<file path="src/shared/mrs_pkg.sv">
// Purpose: constants and register layouts shared by both ends of the multiplex signalling link
// Assumes: 100 MHz clk_sys, one CIF every 24 ms, transmission mode I
// Notes: register fields are packed structs, most significant field first
package mrs_pkg;
  localparam int CLK_MHZ = 100;
  localparam int CIF_US = 24000; // one CIF, in microseconds
  localparam int CIF_CYC = CIF_US * CLK_MHZ;
  localparam logic [7:0] LOW_LAST = 8'hf9; // low part 0..249
  localparam logic [4:0] HIGH_LAST = 5'h13; // high part 0..19
  localparam logic [9:0] CNT_LAST = 10'h3ff; // config count 0..1023
  localparam logic [7:0] LOW_MOD = 8'hfa;
  localparam logic [7:0] STABLE_CIFS = 8'hfa; // 250 CIFs, six seconds
  localparam logic [7:0] SHRINK_LEAD = 8'h0f; // n - 15
  localparam logic [7:0] SF_LEN = 8'h05; // longest audio superframe in CIFs
  localparam logic [1:0] CF_NONE = 2'h0;
  localparam logic [1:0] CF_FULL = 2'h3;
  localparam logic [4:0] EXT_EI = 5'h00;
  localparam logic [4:0] EXT_CI = 5'h07;
  localparam logic [4:0] EXT_SC = 5'h08;
  localparam logic [1:0] SLOT_EI = 2'h0;
  localparam logic [1:0] SLOT_CI = 2'h1;
  localparam logic [1:0] SLOT_CN = 2'h2;
  localparam logic [1:0] SLOT_SC = 2'h3;
  localparam logic [1:0] FRAME_FIRST = 2'h0;
  localparam logic [3:0] SCIDS_PRI = 4'h0;
  localparam logic [31:0] SID16_MASK = 32'h0000ffff;
  localparam logic [2:0] TR_ENS = 3'h0;
  localparam logic [2:0] TR_REQ = 3'h1;
  localparam logic [2:0] TR_SID = 3'h2;
  localparam logic [2:0] TR_COMP = 3'h3;
  localparam logic [2:0] TR_STAT = 3'h4;
  localparam logic [2:0] RR_KEY = 3'h0;
  localparam logic [2:0] RR_STAT = 3'h1;
  localparam logic [2:0] RR_CIF = 3'h2;
  localparam logic [2:0] RR_SID = 3'h3;
  typedef struct packed {logic [14:0] rsv; logic alarm; logic [3:0] country; logic [11:0] eref;} mrs_ens_t;
  typedef struct packed {
    logic go; logic [5:0] rsv2; logic refused; logic pend; logic [4:0] rsv1;
    logic align; logic shrink; logic [7:0] occ; logic [1:0] rsv0; logic [5:0] svc;
  } mrs_req_t;
  typedef struct packed {logic [11:0] rsv; logic ls; logic [11:0] scid; logic [5:0] subch; logic pd;} mrs_comp_t;
  typedef struct packed {
    logic [1:0] rsv; logic [5:0] svc; logic pend; logic [9:0] cnt; logic [4:0] high; logic [7:0] low;
  } mrs_stat_t;
  typedef struct packed {logic [5:0] rsv; logic [9:0] stored; logic [2:0] rsv0; logic ls; logic [11:0] key;} mrs_key_t;
  typedef struct packed {
    logic [5:0] svc; logic shrink; logic complete; logic [3:0] scids; logic found;
    logic known; logic pend; logic alarm; logic [15:0] eid;
  } mrs_rstat_t;
  // byte enables to a bit mask
  function automatic logic [31:0] be_mask(input logic [3:0] be);
    be_mask = {{8{be[3]}}, {8{be[2]}}, {8{be[1]}}, {8{be[0]}}};
  endfunction
endpackage

</file>
<file path="src/shared/mrs_link_if.sv">
// Purpose: signalling link between multiplex transmitter and receiver decoder
// Assumes: both ends on clk_sys; the transmitter drives every signal
// Notes: fig_valid marks one FIG beat; payload fields are valid with it
interface mrs_link_if;
  logic cif_strobe;
  logic [7:0] cif_low;
  logic [4:0] cif_high;
  logic [1:0] frame_pos;
  logic fig_valid;
  logic [4:0] fig_ext;
  logic [1:0] fig_slot;
  logic cn;
  logic [15:0] eid;
  logic [1:0] chg;
  logic alarm;
  logic [7:0] occ;
  logic [5:0] svc;
  logic [9:0] cnt;
  logic [31:0] sid;
  logic pd;
  logic [3:0] scids;
  logic ls;
  logic [5:0] subch;
  logic [11:0] scid;
  logic shrink_go;
  modport tx (output cif_strobe, cif_low, cif_high, frame_pos, fig_valid, fig_ext, fig_slot, cn, eid, chg,
    alarm, occ, svc, cnt, sid, pd, scids, ls, subch, scid, shrink_go);
  modport rx (input cif_strobe, cif_low, cif_high, frame_pos, fig_valid, fig_ext, fig_slot, cn, eid, chg,
    alarm, occ, svc, cnt, sid, pd, scids, ls, subch, scid, shrink_go);
endinterface

</file>
<file path="src/design/mrs_tx_end.sv">
// Purpose: multiplex side: CIF counter, ensemble and configuration FIGs, reconfiguration timing
// Assumes: software orders a reconfiguration through the request register
// Notes: all FIGs of a frame go in its first FIB, one beat per cycle
// Summary of operation
// primary component always sent with id zero
// receiver finds component id by sub-channel match
// stream audio primary means short id, else long
// packet component resolved through its SCId
// ensemble id is country plus 12-bit reference
// change flags code none, legacy parts, full
// transmitter only ever sends flags 00 or 11
// receiver also honours legacy partial flags
// alarm flag gates alarm interruptions everywhere
// CIF count steps each 24 ms, modulo 5000
// occurrence field holds target low CIF count
// ensemble FIG first in first FIB, frame
// configuration FIG second in that FIB
// configuration carries six-bit service total
// configuration count increments per reconfiguration, mod 1024
// receiver trusts stored config on count match
// each config message flags current or next
// pending change shows flags 11 with occurrence
// switch at first CIF matching occurrence value
// configuration stays unchanged for 250 CIFs
// shrinking sub-channel changes fifteen CIFs early
// reconfiguration instant may align to superframes
// receiver shadows next config, swaps at switch
// receiver compares occurrence every CIF, across wrap
//
// The Avalon-MM interface to the registers and the register addresses are this design's own decisions.
module mrs_tx_end #(
  parameter int unsigned CIF_CYCLES = mrs_pkg::CIF_CYC
) (
  input wire logic clk_sys,
  input wire logic nrst,
  input wire logic [2:0] avs_address,
  input wire logic avs_read,
  input wire logic avs_write,
  input wire logic [31:0] avs_writedata,
  input wire logic [3:0] avs_byteenable,
  output logic [31:0] avs_readdata,
  output logic avs_waitrequest,
  mrs_link_if.tx link
);
  localparam int TW = $clog2(CIF_CYCLES);
  localparam logic [TW-1:0] TMR_LAST = TW'(CIF_CYCLES - 1);

  typedef enum logic [4:0] {
    S_IDLE = 5'b00001, S_EI = 5'b00010, S_CI = 5'b00100, S_CN = 5'b01000, S_SC = 5'b10000
  } mrs_txst_t;

  logic wait_reg, wait_next;
  logic [31:0] rd_reg, rd_next;
  mrs_pkg::mrs_ens_t ens_reg, ens_next;
  mrs_pkg::mrs_req_t req_reg, req_next;
  mrs_pkg::mrs_comp_t comp_reg, comp_next;
  logic [31:0] sid_reg, sid_next;
  logic [5:0] svc_reg, svc_next;
  logic [7:0] stab_reg, stab_next;
  logic [TW-1:0] tmr_reg, tmr_next;
  logic [1:0] fpos_reg, fpos_next;
  logic start_reg;
  mrs_txst_t st_reg, st_next;
  logic strobe_reg, fv_reg, fv_next, cn_reg, cn_next, shr_reg, shr_next;
  logic [4:0] ext_reg, ext_next;
  logic [1:0] slot_reg, slot_next, chg_reg, chg_next;
  logic [5:0] osvc_reg, osvc_next;
  logic [9:0] ocnt_reg, ocnt_next;
  logic [31:0] sido_reg, sido_next;
  logic tick, act, low_wrap, bus_wr;
  logic [7:0] low;
  logic [4:0] high;
  logic [9:0] cnt;
  logic [7:0] occ_m15;
  logic [31:0] wmask;
  mrs_pkg::mrs_req_t wreq;
  mrs_pkg::mrs_stat_t stat;

  // CIF count in two parts, low modulo 250, high modulo 20
  mrs_modcnt #(.W(8), .LAST(mrs_pkg::LOW_LAST)) u_low (
    .clk_sys(clk_sys), .nrst(nrst), .inc(tick), .count(low), .wrap(low_wrap));
  mrs_modcnt #(.W(5), .LAST(mrs_pkg::HIGH_LAST)) u_high (
    .clk_sys(clk_sys), .nrst(nrst), .inc(low_wrap), .count(high), .wrap());
  // configuration count steps once per reconfiguration
  mrs_modcnt #(.W(10), .LAST(mrs_pkg::CNT_LAST)) u_cnt (
    .clk_sys(clk_sys), .nrst(nrst), .inc(act), .count(cnt), .wrap());

  assign tick = (tmr_reg == TMR_LAST);
  // switch at the first CIF whose low count equals the occurrence value
  assign act = start_reg && req_reg.pend && (low == req_reg.occ);
  assign occ_m15 = (req_reg.occ >= mrs_pkg::SHRINK_LEAD) ? req_reg.occ - mrs_pkg::SHRINK_LEAD
    : req_reg.occ + (mrs_pkg::LOW_MOD - mrs_pkg::SHRINK_LEAD);
  assign bus_wr = avs_write && !wait_reg;
  assign wmask = mrs_pkg::be_mask(avs_byteenable);
  assign wreq = mrs_pkg::mrs_req_t'((req_reg & ~wmask) | (avs_writedata & wmask));
  assign stat = '{rsv: '0, svc: svc_reg, pend: req_reg.pend, cnt: cnt, high: high, low: low};

  // CIF timer, frame position and stability count
  always_comb begin
    tmr_next = tick ? '0 : tmr_reg + 1'b1;
    fpos_next = tick ? fpos_reg + 1'b1 : fpos_reg;
    stab_next = stab_reg;
    if (act) begin
      stab_next = '0;
    end else if (start_reg && (stab_reg < mrs_pkg::STABLE_CIFS)) begin
      stab_next = stab_reg + 1'b1;
    end
  end

  always_ff @(posedge clk_sys or negedge nrst) begin
    if (!nrst) begin
      tmr_reg <= '0;
      fpos_reg <= mrs_pkg::FRAME_FIRST;
      stab_reg <= '0;
      start_reg <= 1'b0;
    end else begin
      tmr_reg <= tmr_next;
      fpos_reg <= fpos_next;
      stab_reg <= stab_next;
      start_reg <= tick;
    end
  end

  // avalon slave: one wait cycle, then the access completes
  always_comb begin
    wait_next = !((avs_read || avs_write) && wait_reg);
    rd_next = rd_reg;
    ens_next = ens_reg;
    req_next = req_reg;
    comp_next = comp_reg;
    sid_next = sid_reg;
    svc_next = svc_reg;
    if (avs_read && wait_reg) begin
      unique case (avs_address)
        mrs_pkg::TR_ENS: rd_next = ens_reg;
        mrs_pkg::TR_REQ: rd_next = req_reg;
        mrs_pkg::TR_SID: rd_next = sid_reg;
        mrs_pkg::TR_COMP: rd_next = comp_reg;
        mrs_pkg::TR_STAT: rd_next = stat;
        default: rd_next = '0;
      endcase
    end
    if (bus_wr && avs_address == mrs_pkg::TR_ENS) begin
      ens_next = (ens_reg & ~wmask) | (avs_writedata & wmask);
      ens_next.rsv = '0;
    end
    if (bus_wr && avs_address == mrs_pkg::TR_SID) begin
      sid_next = (sid_reg & ~wmask) | (avs_writedata & wmask);
    end
    if (bus_wr && avs_address == mrs_pkg::TR_COMP) begin
      comp_next = (comp_reg & ~wmask) | (avs_writedata & wmask);
      comp_next.rsv = '0;
    end
    // a new order is taken only after 250 stable CIFs and with none pending
    if (bus_wr && avs_address == mrs_pkg::TR_REQ && wreq.go) begin
      if (!req_reg.pend && stab_reg >= mrs_pkg::STABLE_CIFS
          && (!wreq.align || (wreq.occ % mrs_pkg::SF_LEN) == '0)) begin
        req_next.svc = wreq.svc;
        req_next.occ = wreq.occ;
        req_next.shrink = wreq.shrink;
        req_next.align = wreq.align;
        req_next.pend = 1'b1;
        req_next.refused = 1'b0;
      end else begin
        req_next.refused = 1'b1;
      end
    end
    if (act) begin
      svc_next = req_reg.svc;
      req_next.pend = 1'b0;
    end
  end

  always_ff @(posedge clk_sys or negedge nrst) begin
    if (!nrst) begin
      wait_reg <= 1'b1;
      rd_reg <= '0;
      ens_reg <= '0;
      req_reg <= '0;
      comp_reg <= '0;
      sid_reg <= '0;
      svc_reg <= '0;
    end else begin
      wait_reg <= wait_next;
      rd_reg <= rd_next;
      ens_reg <= ens_next;
      req_reg <= req_next;
      comp_reg <= comp_next;
      sid_reg <= sid_next;
      svc_reg <= svc_next;
    end
  end

  // FIG sequencer: one beat per cycle at the start of each transmission frame
  always_comb begin
    st_next = st_reg;
    fv_next = 1'b0;
    ext_next = ext_reg;
    slot_next = slot_reg;
    cn_next = cn_reg;
    osvc_next = osvc_reg;
    ocnt_next = ocnt_reg;
    sido_next = comp_reg.pd ? sid_reg : (sid_reg & mrs_pkg::SID16_MASK);
    chg_next = req_reg.pend ? mrs_pkg::CF_FULL : mrs_pkg::CF_NONE;
    shr_next = start_reg && req_reg.pend && req_reg.shrink && (low == occ_m15);
    unique case (st_reg)
      S_IDLE: begin
        if (start_reg && fpos_reg == mrs_pkg::FRAME_FIRST) begin
          st_next = S_EI;
        end
      end
      S_EI: begin
        fv_next = 1'b1;
        ext_next = mrs_pkg::EXT_EI;
        slot_next = mrs_pkg::SLOT_EI;
        cn_next = 1'b0;
        st_next = S_CI;
      end
      S_CI: begin
        fv_next = 1'b1;
        ext_next = mrs_pkg::EXT_CI;
        slot_next = mrs_pkg::SLOT_CI;
        cn_next = 1'b0;
        osvc_next = svc_reg;
        ocnt_next = cnt;
        st_next = req_reg.pend ? S_CN : S_SC;
      end
      S_CN: begin
        fv_next = 1'b1;
        ext_next = mrs_pkg::EXT_CI;
        slot_next = mrs_pkg::SLOT_CN;
        cn_next = 1'b1;
        osvc_next = req_reg.svc;
        ocnt_next = cnt + 1'b1;
        st_next = S_SC;
      end
      S_SC: begin
        fv_next = 1'b1;
        ext_next = mrs_pkg::EXT_SC;
        slot_next = mrs_pkg::SLOT_SC;
        cn_next = 1'b0;
        st_next = S_IDLE;
      end
      default: st_next = S_IDLE;
    endcase
  end

  always_ff @(posedge clk_sys or negedge nrst) begin
    if (!nrst) begin
      st_reg <= S_IDLE;
      strobe_reg <= 1'b0;
      fv_reg <= 1'b0;
      ext_reg <= mrs_pkg::EXT_EI;
      slot_reg <= mrs_pkg::SLOT_EI;
      cn_reg <= 1'b0;
      osvc_reg <= '0;
      ocnt_reg <= '0;
      sido_reg <= '0;
      chg_reg <= mrs_pkg::CF_NONE;
      shr_reg <= 1'b0;
    end else begin
      st_reg <= st_next;
      strobe_reg <= start_reg;
      fv_reg <= fv_next;
      ext_reg <= ext_next;
      slot_reg <= slot_next;
      cn_reg <= cn_next;
      osvc_reg <= osvc_next;
      ocnt_reg <= ocnt_next;
      sido_reg <= sido_next;
      chg_reg <= chg_next;
      shr_reg <= shr_next;
    end
  end

  // link outputs, all from flops except scids, which is tied to the constant SCIDS_PRI
  assign link.cif_strobe = strobe_reg;
  assign link.cif_low = low;
  assign link.cif_high = high;
  assign link.frame_pos = fpos_reg;
  assign link.fig_valid = fv_reg;
  assign link.fig_ext = ext_reg;
  assign link.fig_slot = slot_reg;
  assign link.cn = cn_reg;
  assign link.eid = {ens_reg.country, ens_reg.eref};
  assign link.chg = chg_reg;
  assign link.alarm = ens_reg.alarm;
  assign link.occ = req_reg.occ;
  assign link.svc = osvc_reg;
  assign link.cnt = ocnt_reg;
  assign link.sid = sido_reg;
  assign link.pd = comp_reg.pd;
  assign link.scids = mrs_pkg::SCIDS_PRI;
  assign link.ls = comp_reg.ls;
  assign link.subch = comp_reg.subch;
  assign link.scid = comp_reg.scid;
  assign link.shrink_go = shr_reg;
  assign avs_readdata = rd_reg;
  assign avs_waitrequest = wait_reg;
endmodule

</file>
<file path="src/design/mrs_modcnt.sv">
// Purpose: modulo counter with wrap pulse
// Assumes: LAST is the final count before wrap to zero
// Notes: wrap is combinational, for cascading
module mrs_modcnt #(
  parameter int W = 8,
  parameter logic [W-1:0] LAST = '1
) (
  input wire logic clk_sys,
  input wire logic nrst,
  input wire logic inc,
  output logic [W-1:0] count,
  output logic wrap
);
  logic [W-1:0] cnt_reg;
  logic [W-1:0] cnt_next;

  assign wrap = inc && (cnt_reg == LAST);
  assign count = cnt_reg;

  // next count
  always_comb begin
    cnt_next = cnt_reg;
    if (wrap) begin
      cnt_next = '0;
    end else if (inc) begin
      cnt_next = cnt_reg + 1'b1;
    end
  end

  // count register
  always_ff @(posedge clk_sys or negedge nrst) begin
    if (!nrst) begin
      cnt_reg <= '0;
    end else begin
      cnt_reg <= cnt_next;
    end
  end
endmodule

</file>
<file path="src/flat_wrapper.sv">
// flat-port wrapper written by rule: the top's interface ports become plain ports
module mrs_tx_end_flat 
#(
  parameter int unsigned CIF_CYCLES = mrs_pkg::CIF_CYC
)
  (clk_sys, nrst, avs_address, avs_read, avs_write, avs_writedata, avs_byteenable, avs_readdata, avs_waitrequest, link_cif_strobe, link_cif_low, link_cif_high, link_frame_pos, link_fig_valid, link_fig_ext, link_fig_slot, link_cn, link_eid, link_chg, link_alarm, link_occ, link_svc, link_cnt, link_sid, link_pd, link_scids, link_ls, link_subch, link_scid, link_shrink_go);
  mrs_link_if link_i ();
  input wire logic clk_sys;
  input wire logic nrst;
  input wire logic [2:0] avs_address;
  input wire logic avs_read;
  input wire logic avs_write;
  input wire logic [31:0] avs_writedata;
  input wire logic [3:0] avs_byteenable;
  output logic [31:0] avs_readdata;
  output logic avs_waitrequest;
  output wire logic [$bits(link_i.cif_strobe)-1:0] link_cif_strobe;
  output wire logic [$bits(link_i.cif_low)-1:0] link_cif_low;
  output wire logic [$bits(link_i.cif_high)-1:0] link_cif_high;
  output wire logic [$bits(link_i.frame_pos)-1:0] link_frame_pos;
  output wire logic [$bits(link_i.fig_valid)-1:0] link_fig_valid;
  output wire logic [$bits(link_i.fig_ext)-1:0] link_fig_ext;
  output wire logic [$bits(link_i.fig_slot)-1:0] link_fig_slot;
  output wire logic [$bits(link_i.cn)-1:0] link_cn;
  output wire logic [$bits(link_i.eid)-1:0] link_eid;
  output wire logic [$bits(link_i.chg)-1:0] link_chg;
  output wire logic [$bits(link_i.alarm)-1:0] link_alarm;
  output wire logic [$bits(link_i.occ)-1:0] link_occ;
  output wire logic [$bits(link_i.svc)-1:0] link_svc;
  output wire logic [$bits(link_i.cnt)-1:0] link_cnt;
  output wire logic [$bits(link_i.sid)-1:0] link_sid;
  output wire logic [$bits(link_i.pd)-1:0] link_pd;
  output wire logic [$bits(link_i.scids)-1:0] link_scids;
  output wire logic [$bits(link_i.ls)-1:0] link_ls;
  output wire logic [$bits(link_i.subch)-1:0] link_subch;
  output wire logic [$bits(link_i.scid)-1:0] link_scid;
  output wire logic [$bits(link_i.shrink_go)-1:0] link_shrink_go;
  assign link_cif_strobe = link_i.cif_strobe;
  assign link_cif_low = link_i.cif_low;
  assign link_cif_high = link_i.cif_high;
  assign link_frame_pos = link_i.frame_pos;
  assign link_fig_valid = link_i.fig_valid;
  assign link_fig_ext = link_i.fig_ext;
  assign link_fig_slot = link_i.fig_slot;
  assign link_cn = link_i.cn;
  assign link_eid = link_i.eid;
  assign link_chg = link_i.chg;
  assign link_alarm = link_i.alarm;
  assign link_occ = link_i.occ;
  assign link_svc = link_i.svc;
  assign link_cnt = link_i.cnt;
  assign link_sid = link_i.sid;
  assign link_pd = link_i.pd;
  assign link_scids = link_i.scids;
  assign link_ls = link_i.ls;
  assign link_subch = link_i.subch;
  assign link_scid = link_i.scid;
  assign link_shrink_go = link_i.shrink_go;
  mrs_tx_end #(.CIF_CYCLES(CIF_CYCLES)) u_core (.clk_sys(clk_sys), .nrst(nrst), .avs_address(avs_address), .avs_read(avs_read), .avs_write(avs_write), .avs_writedata(avs_writedata), .avs_byteenable(avs_byteenable), .avs_readdata(avs_readdata), .avs_waitrequest(avs_waitrequest), .link(link_i));
endmodule
</file>
<file path="config.mk">
export PLATFORM = sky130hd
export DESIGN_NAME = mrs_tx_end_flat
export DESIGN_NICKNAME = d
export VERILOG_FILES = /design/src/shared/mrs_pkg.sv /design/src/shared/mrs_link_if.sv /design/src/design/mrs_tx_end.sv /design/src/design/mrs_modcnt.sv /design/src/flat_wrapper.sv
export SDC_FILE = /design/constraint.sdc
export NUM_CORES = 1
export LEC_CHECK = 0
export ABC_AREA = 1
export BUFFER_PORTS_ARGS = -buffer_cell sky130_fd_sc_hd__buf_2
export CAP_MARGIN = 20
export CORE_MARGIN = 2
export CORE_UTILIZATION = 33
export DETAILED_ROUTE_END_ITERATION = 8
export HOLD_SLACK_MARGIN = 0.02
export SYNTH_ARGS = -nofsm -noshare
export SYNTH_HDL_FRONTEND = slang
export SYNTH_SLANG_ARGS = --single-unit
</file>
<file path="constraint.sdc">
create_clock -name clk_sys -period 5.3 [get_ports clk_sys]
set_input_delay 0.795 -clock clk_sys [delete_from_list [all_inputs] [get_ports clk_sys]]
set_output_delay 0.795 -clock clk_sys [all_outputs]
set_load 0.005 [all_outputs]
</file>
==> flow_summary.yaml, run 1 <==
status:
  status: "complete, no violations"
routing:
  drt_first_pass_iters: 5
  viasPerCell: 4.89
  drtAntennaViolNets: 0
  route.final.wire_length_um: 34100
  wl_per_cell_um: 17.0
  vias: 9797
  dr.first_iter.drc_count: 609
  drc: 0
synthesis:
  async_reset_ff_frac: 1.00
  synth_area_leader_cell: "dfrtp_1"
  synth_edf_count: 0
  synth_area_um2: 11400
  synth.most_common_cell: "nand2_1"
  ys.flop_type: "dfrtp_1"
  avgSynthCellArea_um2: 8.51
  synth-seq-cells: 244
  ys_seq_area_frac: 0.534
  synthTopCellsByCount: "374 x nand2_1, 242 x dfrtp_1, 170 x inv_1"
  ys_warn_count: 0
  synth_top_area_frac: 0.529
  ys_types: 52
  synthCells: 1345
  yosys-top-cells-area: "dfrtp_1 53%, nand2_1 12%, inv_1 5.6%, o21ai_0 5.5%, nand3_1 2.5%"
critical_path:
  crit_fanout: 12
  cp.arrival_ns: 4.34
  crit_top_cell: "nand2_1"
  r2r_slack_ns: 1.40
  crit_family: "simple AND/OR/NAND/NOR gates"
  worstSetupEndpointType: "flip-flop"
  crit_buf_inv: 3
  cp.required_ns: 5.74
  slowest_stage: "dfrtp_1"
  cpPeakStageDelay_ns: 0.62
  worstSetupPathType: "flip-flop to flip-flop"
  start_kind: "flip-flop"
timing:
  finalHoldViolations: 0
  fmax_mhz: 256
  timing.final.ws_setup_ns: 1.40
  finClkSkew_ns: 0.0118
  slew_viol_final: 0
  rsz0062_at_grt: "no"
  setup_viol: 0
  finalCritPeriodShare: 0.737
  slew_headroom: 0.281
  hold_ws_ns: 0.355
  finalSetupTns_ns: 0
  worstMarginPinSlew_ns: 1.08
  min_period_ns: 3.90
clock_network:
  tritoncts: "done"
  hold_buffers: 0
  clkTransAtPathRegs_ns: 0.06
  post_cts_buffers: 0
  cts_buffer_depth: 3
  cts-htree-levels: 1
  clock_latency_ns: 0.56
  clock-sinks: 244
  cts_buffers: 29
  cts_resized: 0
  root_buffer: "clkbuf_16"
placed_design:
  port_buffers: 195
  hpwl_um: 24800
  routabilityCongestion: 0.870
  dp_slack_ns: 0.924
layout:
  fillers: 3523
  nets: 1583
  synthToLayoutAreaGrowth_pct: 20.8
  drive_gt1_frac: 0.202
  diodes: 0
global_route:
  grtUsageTotal: 0.188
  grt-ovfl-total: 0
  grt_pass1_vias: 9346
  grt_max_degree: 123
  grt_pass1_wl_um: 53200
  antenna_found_initial: 1
floorplan:
  boundaryPins: 201
  die_w_um: 190
  start_util: 0.333
  core-area_um2: 34400
  die-area_um2: 36200
  rows: 68
  dieHeight_um: 190
power:
  p_leak_nw: 7.29
  p_per_area_nw_per_um2: 351
  worst_ir_drop_vdd_mv: 0.232
flow_run:
  drv_cap: 0
worst_hold_path:
  hold_class: "primary input to asynchronous set/reset pin"
==> placed cells by master, fill, tap and decap left out, types with 5 or more instances in the layout <==
cell type	count
nand2_1	374
clkbuf_16	29
buf_4	12
o22ai_1	12
inv_2	6
nand3_1	58
ha_1	12
nor2_1	61
o221ai_1	6
xor2_1	24
o211ai_1	10
dfrtp_1	242
clkinv_2	10
nand4_1	19
buf_2	194
o21ai_0	126
o2111ai_1	13
o21ai_2	13
a21oi_1	36
inv_1	170
a22oi_1	6
conb_1	5
nor4_1	10
nand3_2	6
nor3_1	26
nand2_2	9
==> per-layer routing <==
layer  part of all wire  track usage
met3              0.061       0.0304
met2               0.46        0.302
met5            0.00038            0
met4              0.018       0.0471
met1               0.46        0.266
==> power by group <==
part / total (mW) / switching [mW] / internal, mW
Combinational: 0.597 / 0.363 / 0.234
Clock: 2.06 / 0.820 / 1.24
Sequential: 2.18 / 0.138 / 2.05
==> worst reg2reg max path, delay by kind of cell, from the launching register on <==
kind            cells  cell delay (ns)
buf+inv             3             0.21
fa+ha+maj           1             0.18
simple gates       24             2.72
flops               1             0.62
compound gates      1             0.06
==> per-stage QoR <==
stage / utilization / instances / total power, mW / instance area (µm²)
CTS: 0.402 / 2005 / 4.90 / 13800
global route: 0.402 / 2005 / 5.07 / 13800
finish: 0.402 / 2005 / 4.84 / 13800
global placement: 0.373 / 1952 / 2.81 / 12800
detailed placement: 0.373 / 1952 / 2.82 / 12800
floorplan: - / 1349 / 2.50 / 11500
==> layout make-up <==
cell class	count	area (µm²)	area share
sequential	244	6110	0.442
clock inverter	19	214	0.0155
tap	455	569	0.0412
timing repair buffer	208	1100	0.0793
inverter	178	671	0.0485
clock buffer	34	774	0.0561
multi-input combinational	867	4380	0.317
==> kinds of logic (layout without fill, tap and decap cells) <==
logic type	after synthesis	in the layout	synth area share
other	1	5	0.000328
muxes	1	1	0.000984
DFF	244	244	0.534
and+or+nand+nor	581	581	0.220
adders and majority gates	12	12	0.0131
xor gates and xnor gates	27	27	0.0207
buffers and inverters	238	439	0.0858
AOI/OAI and AO/OA	241	241	0.126
==> worst paths after layout <==
kind	from	to	depth (start not counted)
max in group asynchronous	nrst	asynchronous set/reset pin	2
min in group clk_sys	flip-flop	u_core.link.sid[1]	0
min	nrst	u_core.link.chg[0]	1
max	u_core.link.occ[6]	flip-flop	29
max reg2reg	u_core.link.occ[6]	flip-flop	29
min reg2reg	flip-flop	u_core.link.sid[1]	0
Power figures use the tool's default switching activity.
==> run 2: changes to the inputs <==
==> constraint.sdc (replaced) <==
create_clock -name clk_sys -period 3.42 [get_ports clk_sys]
set_input_delay 0.513 -clock clk_sys [delete_from_list [all_inputs] [get_ports clk_sys]]
set_output_delay 0.513 -clock clk_sys [all_outputs]
set_load 0.005 [all_outputs]
==> flow_summary.yaml, run 2 (synthesis gave the netlist of run 1 again) <==
status:
  status: "finished with violations"
  violations: "max-capacitance violations, max-slew violations, negative setup slack"
worst_hold_path:
  hold_class: "primary input to flip-flop"
layout:
  multi_input_area_um2: 4610
  mostFrequentLayoutCells: "349 x nand2_1, 240 x dfrtp_1, 194 x buf_2"
  design_area_um2: 14600
  drive_gt1_frac: 0.252
  register_area_um2: 6110
  synthToLayoutAreaGrowth_pct: 27.5
  fillers: 3467
  nets: 1644
  layout_commonest_cell: "nand2_1"
placed_design:
  hpwl_um: 25600
  placed_area_um2: 13100
  port_buffers: 195
  routabilityCongestion: 0.869
  dp_slack_ns: -0.227
timing:
  timing.final.ws_setup_ns: -0.0466
  finalCritPeriodShare: 1.01
  slew_viol_final: 8
  slew_headroom: -0.247
  setup_viol: 7
  fmax_mhz: 288
  rsz0062_at_grt: "yes"
  worstMarginPinSlew_ns: 1.86
  finClkSkew_ns: 0.0277
  finalHoldViolations: 0
  min_period_ns: 3.47
routing:
  wl_per_cell_um: 17.2
  viasPerCell: 4.87
  drtAntennaViolNets: 0
  drt_first_pass_iters: 5
  drc: 0
  route.final.wire_length_um: 35600
  dr.first_iter.drc_count: 597
  vias: 10100
flow_run:
  drv_cap: 1
clock_network:
  cts_buffers: 29
  clock-sinks: 244
  cts_buffer_depth: 3
  root_buffer: "clkbuf_16"
  cts-htree-levels: 1
  clkTransAtPathRegs_ns: 0.06
  clock_latency_ns: 0.57
  tritoncts: "done"
floorplan:
  die_w_um: 190
  start_util: 0.333
  dieHeight_um: 190
  core-area_um2: 34400
  die-area_um2: 36200
  rows: 68
  boundaryPins: 201
global_route:
  grt_pass1_vias: 9663
  grt-ovfl-total: 0
  grt_pass1_wl_um: 54500
  grt_max_degree: 89
  antenna_found_initial: 1
  grtUsageTotal: 0.192
critical_path:
  start_kind: "flip-flop"
  cpPeakStageDelay_ns: 0.43
  worstSetupPathType: "flip-flop to flip-flop"
  cp.required_ns: 3.85
  worstSetupEndpointType: "flip-flop"
  slowest_stage: "dfrtp_2"
  r2r_slack_ns: -0.05
  crit_fanout: 6
  cp.arrival_ns: 3.90
power:
  p_per_area_nw_per_um2: 536
  p_leak_nw: 7.64
  worst_ir_drop_vdd_mv: 0.350
==> run 2: final cells by class <==
| cell class | count | area share |
|---|---|---|
| clock buffers | 43 | 0.0575 |
| clock inverters | 10 | 0.0144 |
| flip-flops and latches | 244 | 0.419 |
| multi-input cells | 870 | 0.316 |
| repair buffers | 266 | 0.108 |
| diodes | 1 | 0.000172 |
| inverters | 178 | 0.0460 |
| well taps | 455 | 0.0390 |
==> run 2: repair_timing <==
action	CTS	global route
hold buffers	1	0
gates cloned	0	4
buffers inserted	0	18
hold endpoints to repair	34	0
pin swaps	0	28
endpoints found under the setup margin	7	20
resized for setup	2	57
==> run 2: report_power, final <==
group,switching [mW],internal [mW]
registers,0.213,3.17
clock network,1.24,2.14
logic,0.611,0.439
==> run 2: metrics by stage <==
step	total power [mW]	hold slack, ns	setup TNS, ns	utilization	instances
after global placement	4.39	0.390	-1.25	0.382	1990
after floorplan	3.87	0.217	0	-	1349
after detailed placement	4.42	0.396	-3.39	0.382	1990
final	7.82	0.109	-0.262	0.424	2067
after global routing	8.16	0.104	-3.77	0.424	2067
after CTS	7.81	0.0867	0	0.413	2044
==> run 2: worst paths after layout <==
kind                               startpoint                      to  depth (start not counted)
min in group asynchronous                nrst  u_core.avs_readdata[5]                          2
min reg2reg                         flip-flop      u_core.link.sid[4]                          0
max in group asynchronous                nrst     u_core.link.sid[18]                          3
min                                  avs_read  u_core.avs_waitrequest                          2
max reg2reg                u_core.link.occ[5]               flip-flop                         32
max                        u_core.link.occ[5]               flip-flop                         32
==> run 2: worst max-delay path: cells and delay by family (launching register included) <==
| family | cells | cell delay [ns] |
|---|---|---|
| and+or+nand+nor | 22 | 1.83 |
| buffers and inverters | 8 | 0.83 |
| DFF | 1 | 0.43 |
| adders and majority gates | 1 | 0.19 |
| AOI/OAI and AO/OA | 1 | 0.04 |
==> run 2: layer usage <==
layer  global-route usage  part of all wire
met5                    0                 0
met4               0.0501             0.019
met3               0.0319             0.060
met2                0.311              0.47
met1                0.267              0.45
==> run 3: changes to the inputs <==
--- a/config.mk
+++ b/config.mk
@@ -9,9 +9,10 @@
 export BUFFER_PORTS_ARGS = -buffer_cell sky130_fd_sc_hd__buf_2
 export CAP_MARGIN = 20
 export CORE_MARGIN = 2
-export CORE_UTILIZATION = 33
+export CORE_UTILIZATION = 50
 export DETAILED_ROUTE_END_ITERATION = 8
 export HOLD_SLACK_MARGIN = 0.02
+export PLACE_DENSITY = 0.75
 export SYNTH_ARGS = -nofsm -noshare
 export SYNTH_HDL_FRONTEND = slang
 export SYNTH_SLANG_ARGS = --single-unit
==> flow_summary.yaml, run 3 (synthesis gave the netlist of run 1 again) <==
placed_design:
  routabilityCongestion: 0.919
  port_buffers: 195
  dp_cells: 1814
  hpwl_um: 23100
power:
  p_leak_nw: 7.52
  worst_ir_drop_vdd_mv: 0.331
  p_per_area_nw_per_um2: 535
  finalPower_mw: 7.58
timing:
  rsz0062_at_grt: "yes"
  fmax_mhz: 296
  finalHoldViolations: 0
  finClkSkew_ns: 0.0139
  finalCritPeriodShare: 0.988
  worstMarginPinSlew_ns: 1.10
  slew_headroom: 0.262
  slew_viol_final: 0
  min_period_ns: 3.38
  setup_viol: 0
layout:
  diodes: 0
  stdcell_count: 1872
  multi_input_area_um2: 4610
  synthToLayoutAreaGrowth_pct: 23.9
  layout_commonest_cell: "nand2_1"
  nets: 1622
  drive_gt1_frac: 0.244
  register_area_um2: 6110
  mostFrequentLayoutCells: "352 x nand2_1, 240 x dfrtp_1, 194 x buf_2"
  fillers: 1859
clock_network:
  tritoncts: "done"
  clock-sinks: 244
  cts-htree-levels: 1
  cts_buffer_depth: 3
  root_buffer: "clkbuf_16"
  cts_buffers: 26
  clkTransAtPathRegs_ns: 0.06
  clock_latency_ns: 0.54
floorplan:
  boundaryPins: 201
  die_w_um: 155
  die-area_um2: 24100
  start_util: 0.507
  core-area_um2: 22600
  rows: 55
  dieHeight_um: 155
critical_path:
  worstSetupPathType: "flip-flop to flip-flop"
  slowest_stage: "dfrtp_2"
  crit_fanout: 6
  cp.required_ns: 3.83
  cpPeakStageDelay_ns: 0.45
  worstSetupEndpointType: "flip-flop"
  crit_top_cell: "nand2_4"
  cp.arrival_ns: 3.79
  start_kind: "flip-flop"
  crit_buf_inv: 6
  crit_family: "simple AND/OR/NAND/NOR gates"
routing:
  wl_per_cell_um: 17.6
  drt_first_pass_iters: 7
  viasPerCell: 5.48
  dr.first_iter.drc_count: 934
  drc: 0
  drtAntennaViolNets: 0
  route.final.wire_length_um: 32900
  vias: 10300
worst_hold_path:
  hold_class: "primary input to flip-flop"
global_route:
  grt_pass1_vias: 9762
  grt_pass1_wl_um: 51500
  grt-ovfl-total: 0
  grtUsageTotal: 0.267
  antenna_found_initial: 0
  grt_max_degree: 96
status:
  status: "complete, no violations"
flow_run:
  drv_cap: 0
run 3: cell count changes in the layout (fill, tap and decap cells not counted), sizes merged:
| cell | previous run | this run |
|---|---|---|
| buf | 264 | 248 |
| clkinvlp | 1 | 3 |
| inv | 179 | 178 |
| clkinv | 2 | 4 |
| diode | 1 | 0 |
| nand2 | 390 | 387 |
| clkbuf | 44 | 36 |
run 3: worst paths after layout:
| path | slack (ns) | cells past startpoint | start | endpoint |
|---|---|---|---|---|
| worst min register to register | 0.41 | 0 | flip-flop | u_core.link.sid[8] |
| worst max-delay path | 0.04 | 33 | u_core.link.occ[5] | flip-flop |
| worst min-delay path | 0.14 | 2 | avs_read | u_core.avs_waitrequest |
| min in group asynchronous | 0.50 | 2 | nrst | u_core.svc_reg[3] |
| worst max register to register | 0.04 | 33 | u_core.link.occ[5] | flip-flop |
| max in group asynchronous | 2.01 | 3 | nrst | u_core.u_high.count[1] |
run 3: timing repair:
action,4_1_cts,5_1_grt
hold buffers,1,0
gates resized for setup,0,62
endpoints found under the setup margin,0,18
buffers inserted,0,8
hold endpoints to repair,61,0
run 3: worst reg2reg max path, delay by kind of cell (launching register included):
family          cells  cell delay [ns]
simple gates       25             2.06
buf+inv             6             0.57
flops               1             0.45
fa+ha+maj           1             0.12
compound gates      1             0.05
run 3: routing by layer:
layer  track usage  wire length (µm)
met3        0.0412              2380
met4        0.0773               912
met2         0.441             15700
met5             0                 0
met1         0.371             13900
run 3: area by class of cell:
cell class | count | share of cell area
sequential | 244 | 0.431
tap | 285 | 0.0252
clock buffer | 35 | 0.0518
multi-input combinational | 867 | 0.325
clock inverter | 13 | 0.0168
inverter | 178 | 0.0473
timing repair buffer | 250 | 0.103
run 3: power breakdown:
| group | leakage [nW] | internal (mW) | switching, mW | total [mW] |
|---|---|---|---|---|
| combinational | 3.82 | 0.434 | 0.616 | 1.05 |
| sequential | 3.24 | 3.17 | 0.209 | 3.38 |
| clock | 0.465 | 1.96 | 1.19 | 3.15 |
run 3: stage by stage:
stage                util  TNS (ns)  setup WS, ns  instance area [µm²]  hold slack, ns
floorplan               -         0        0.0394                11500           0.217
global placement    0.571    -0.219       -0.0376                12900           0.384
detailed placement  0.571     -2.92        -0.207                12900           0.389
CTS                 0.614         0        0.0172                13900           0.118
global route        0.628     -1.15        -0.122                14200           0.139
finish              0.628         0        0.0421                14200           0.138
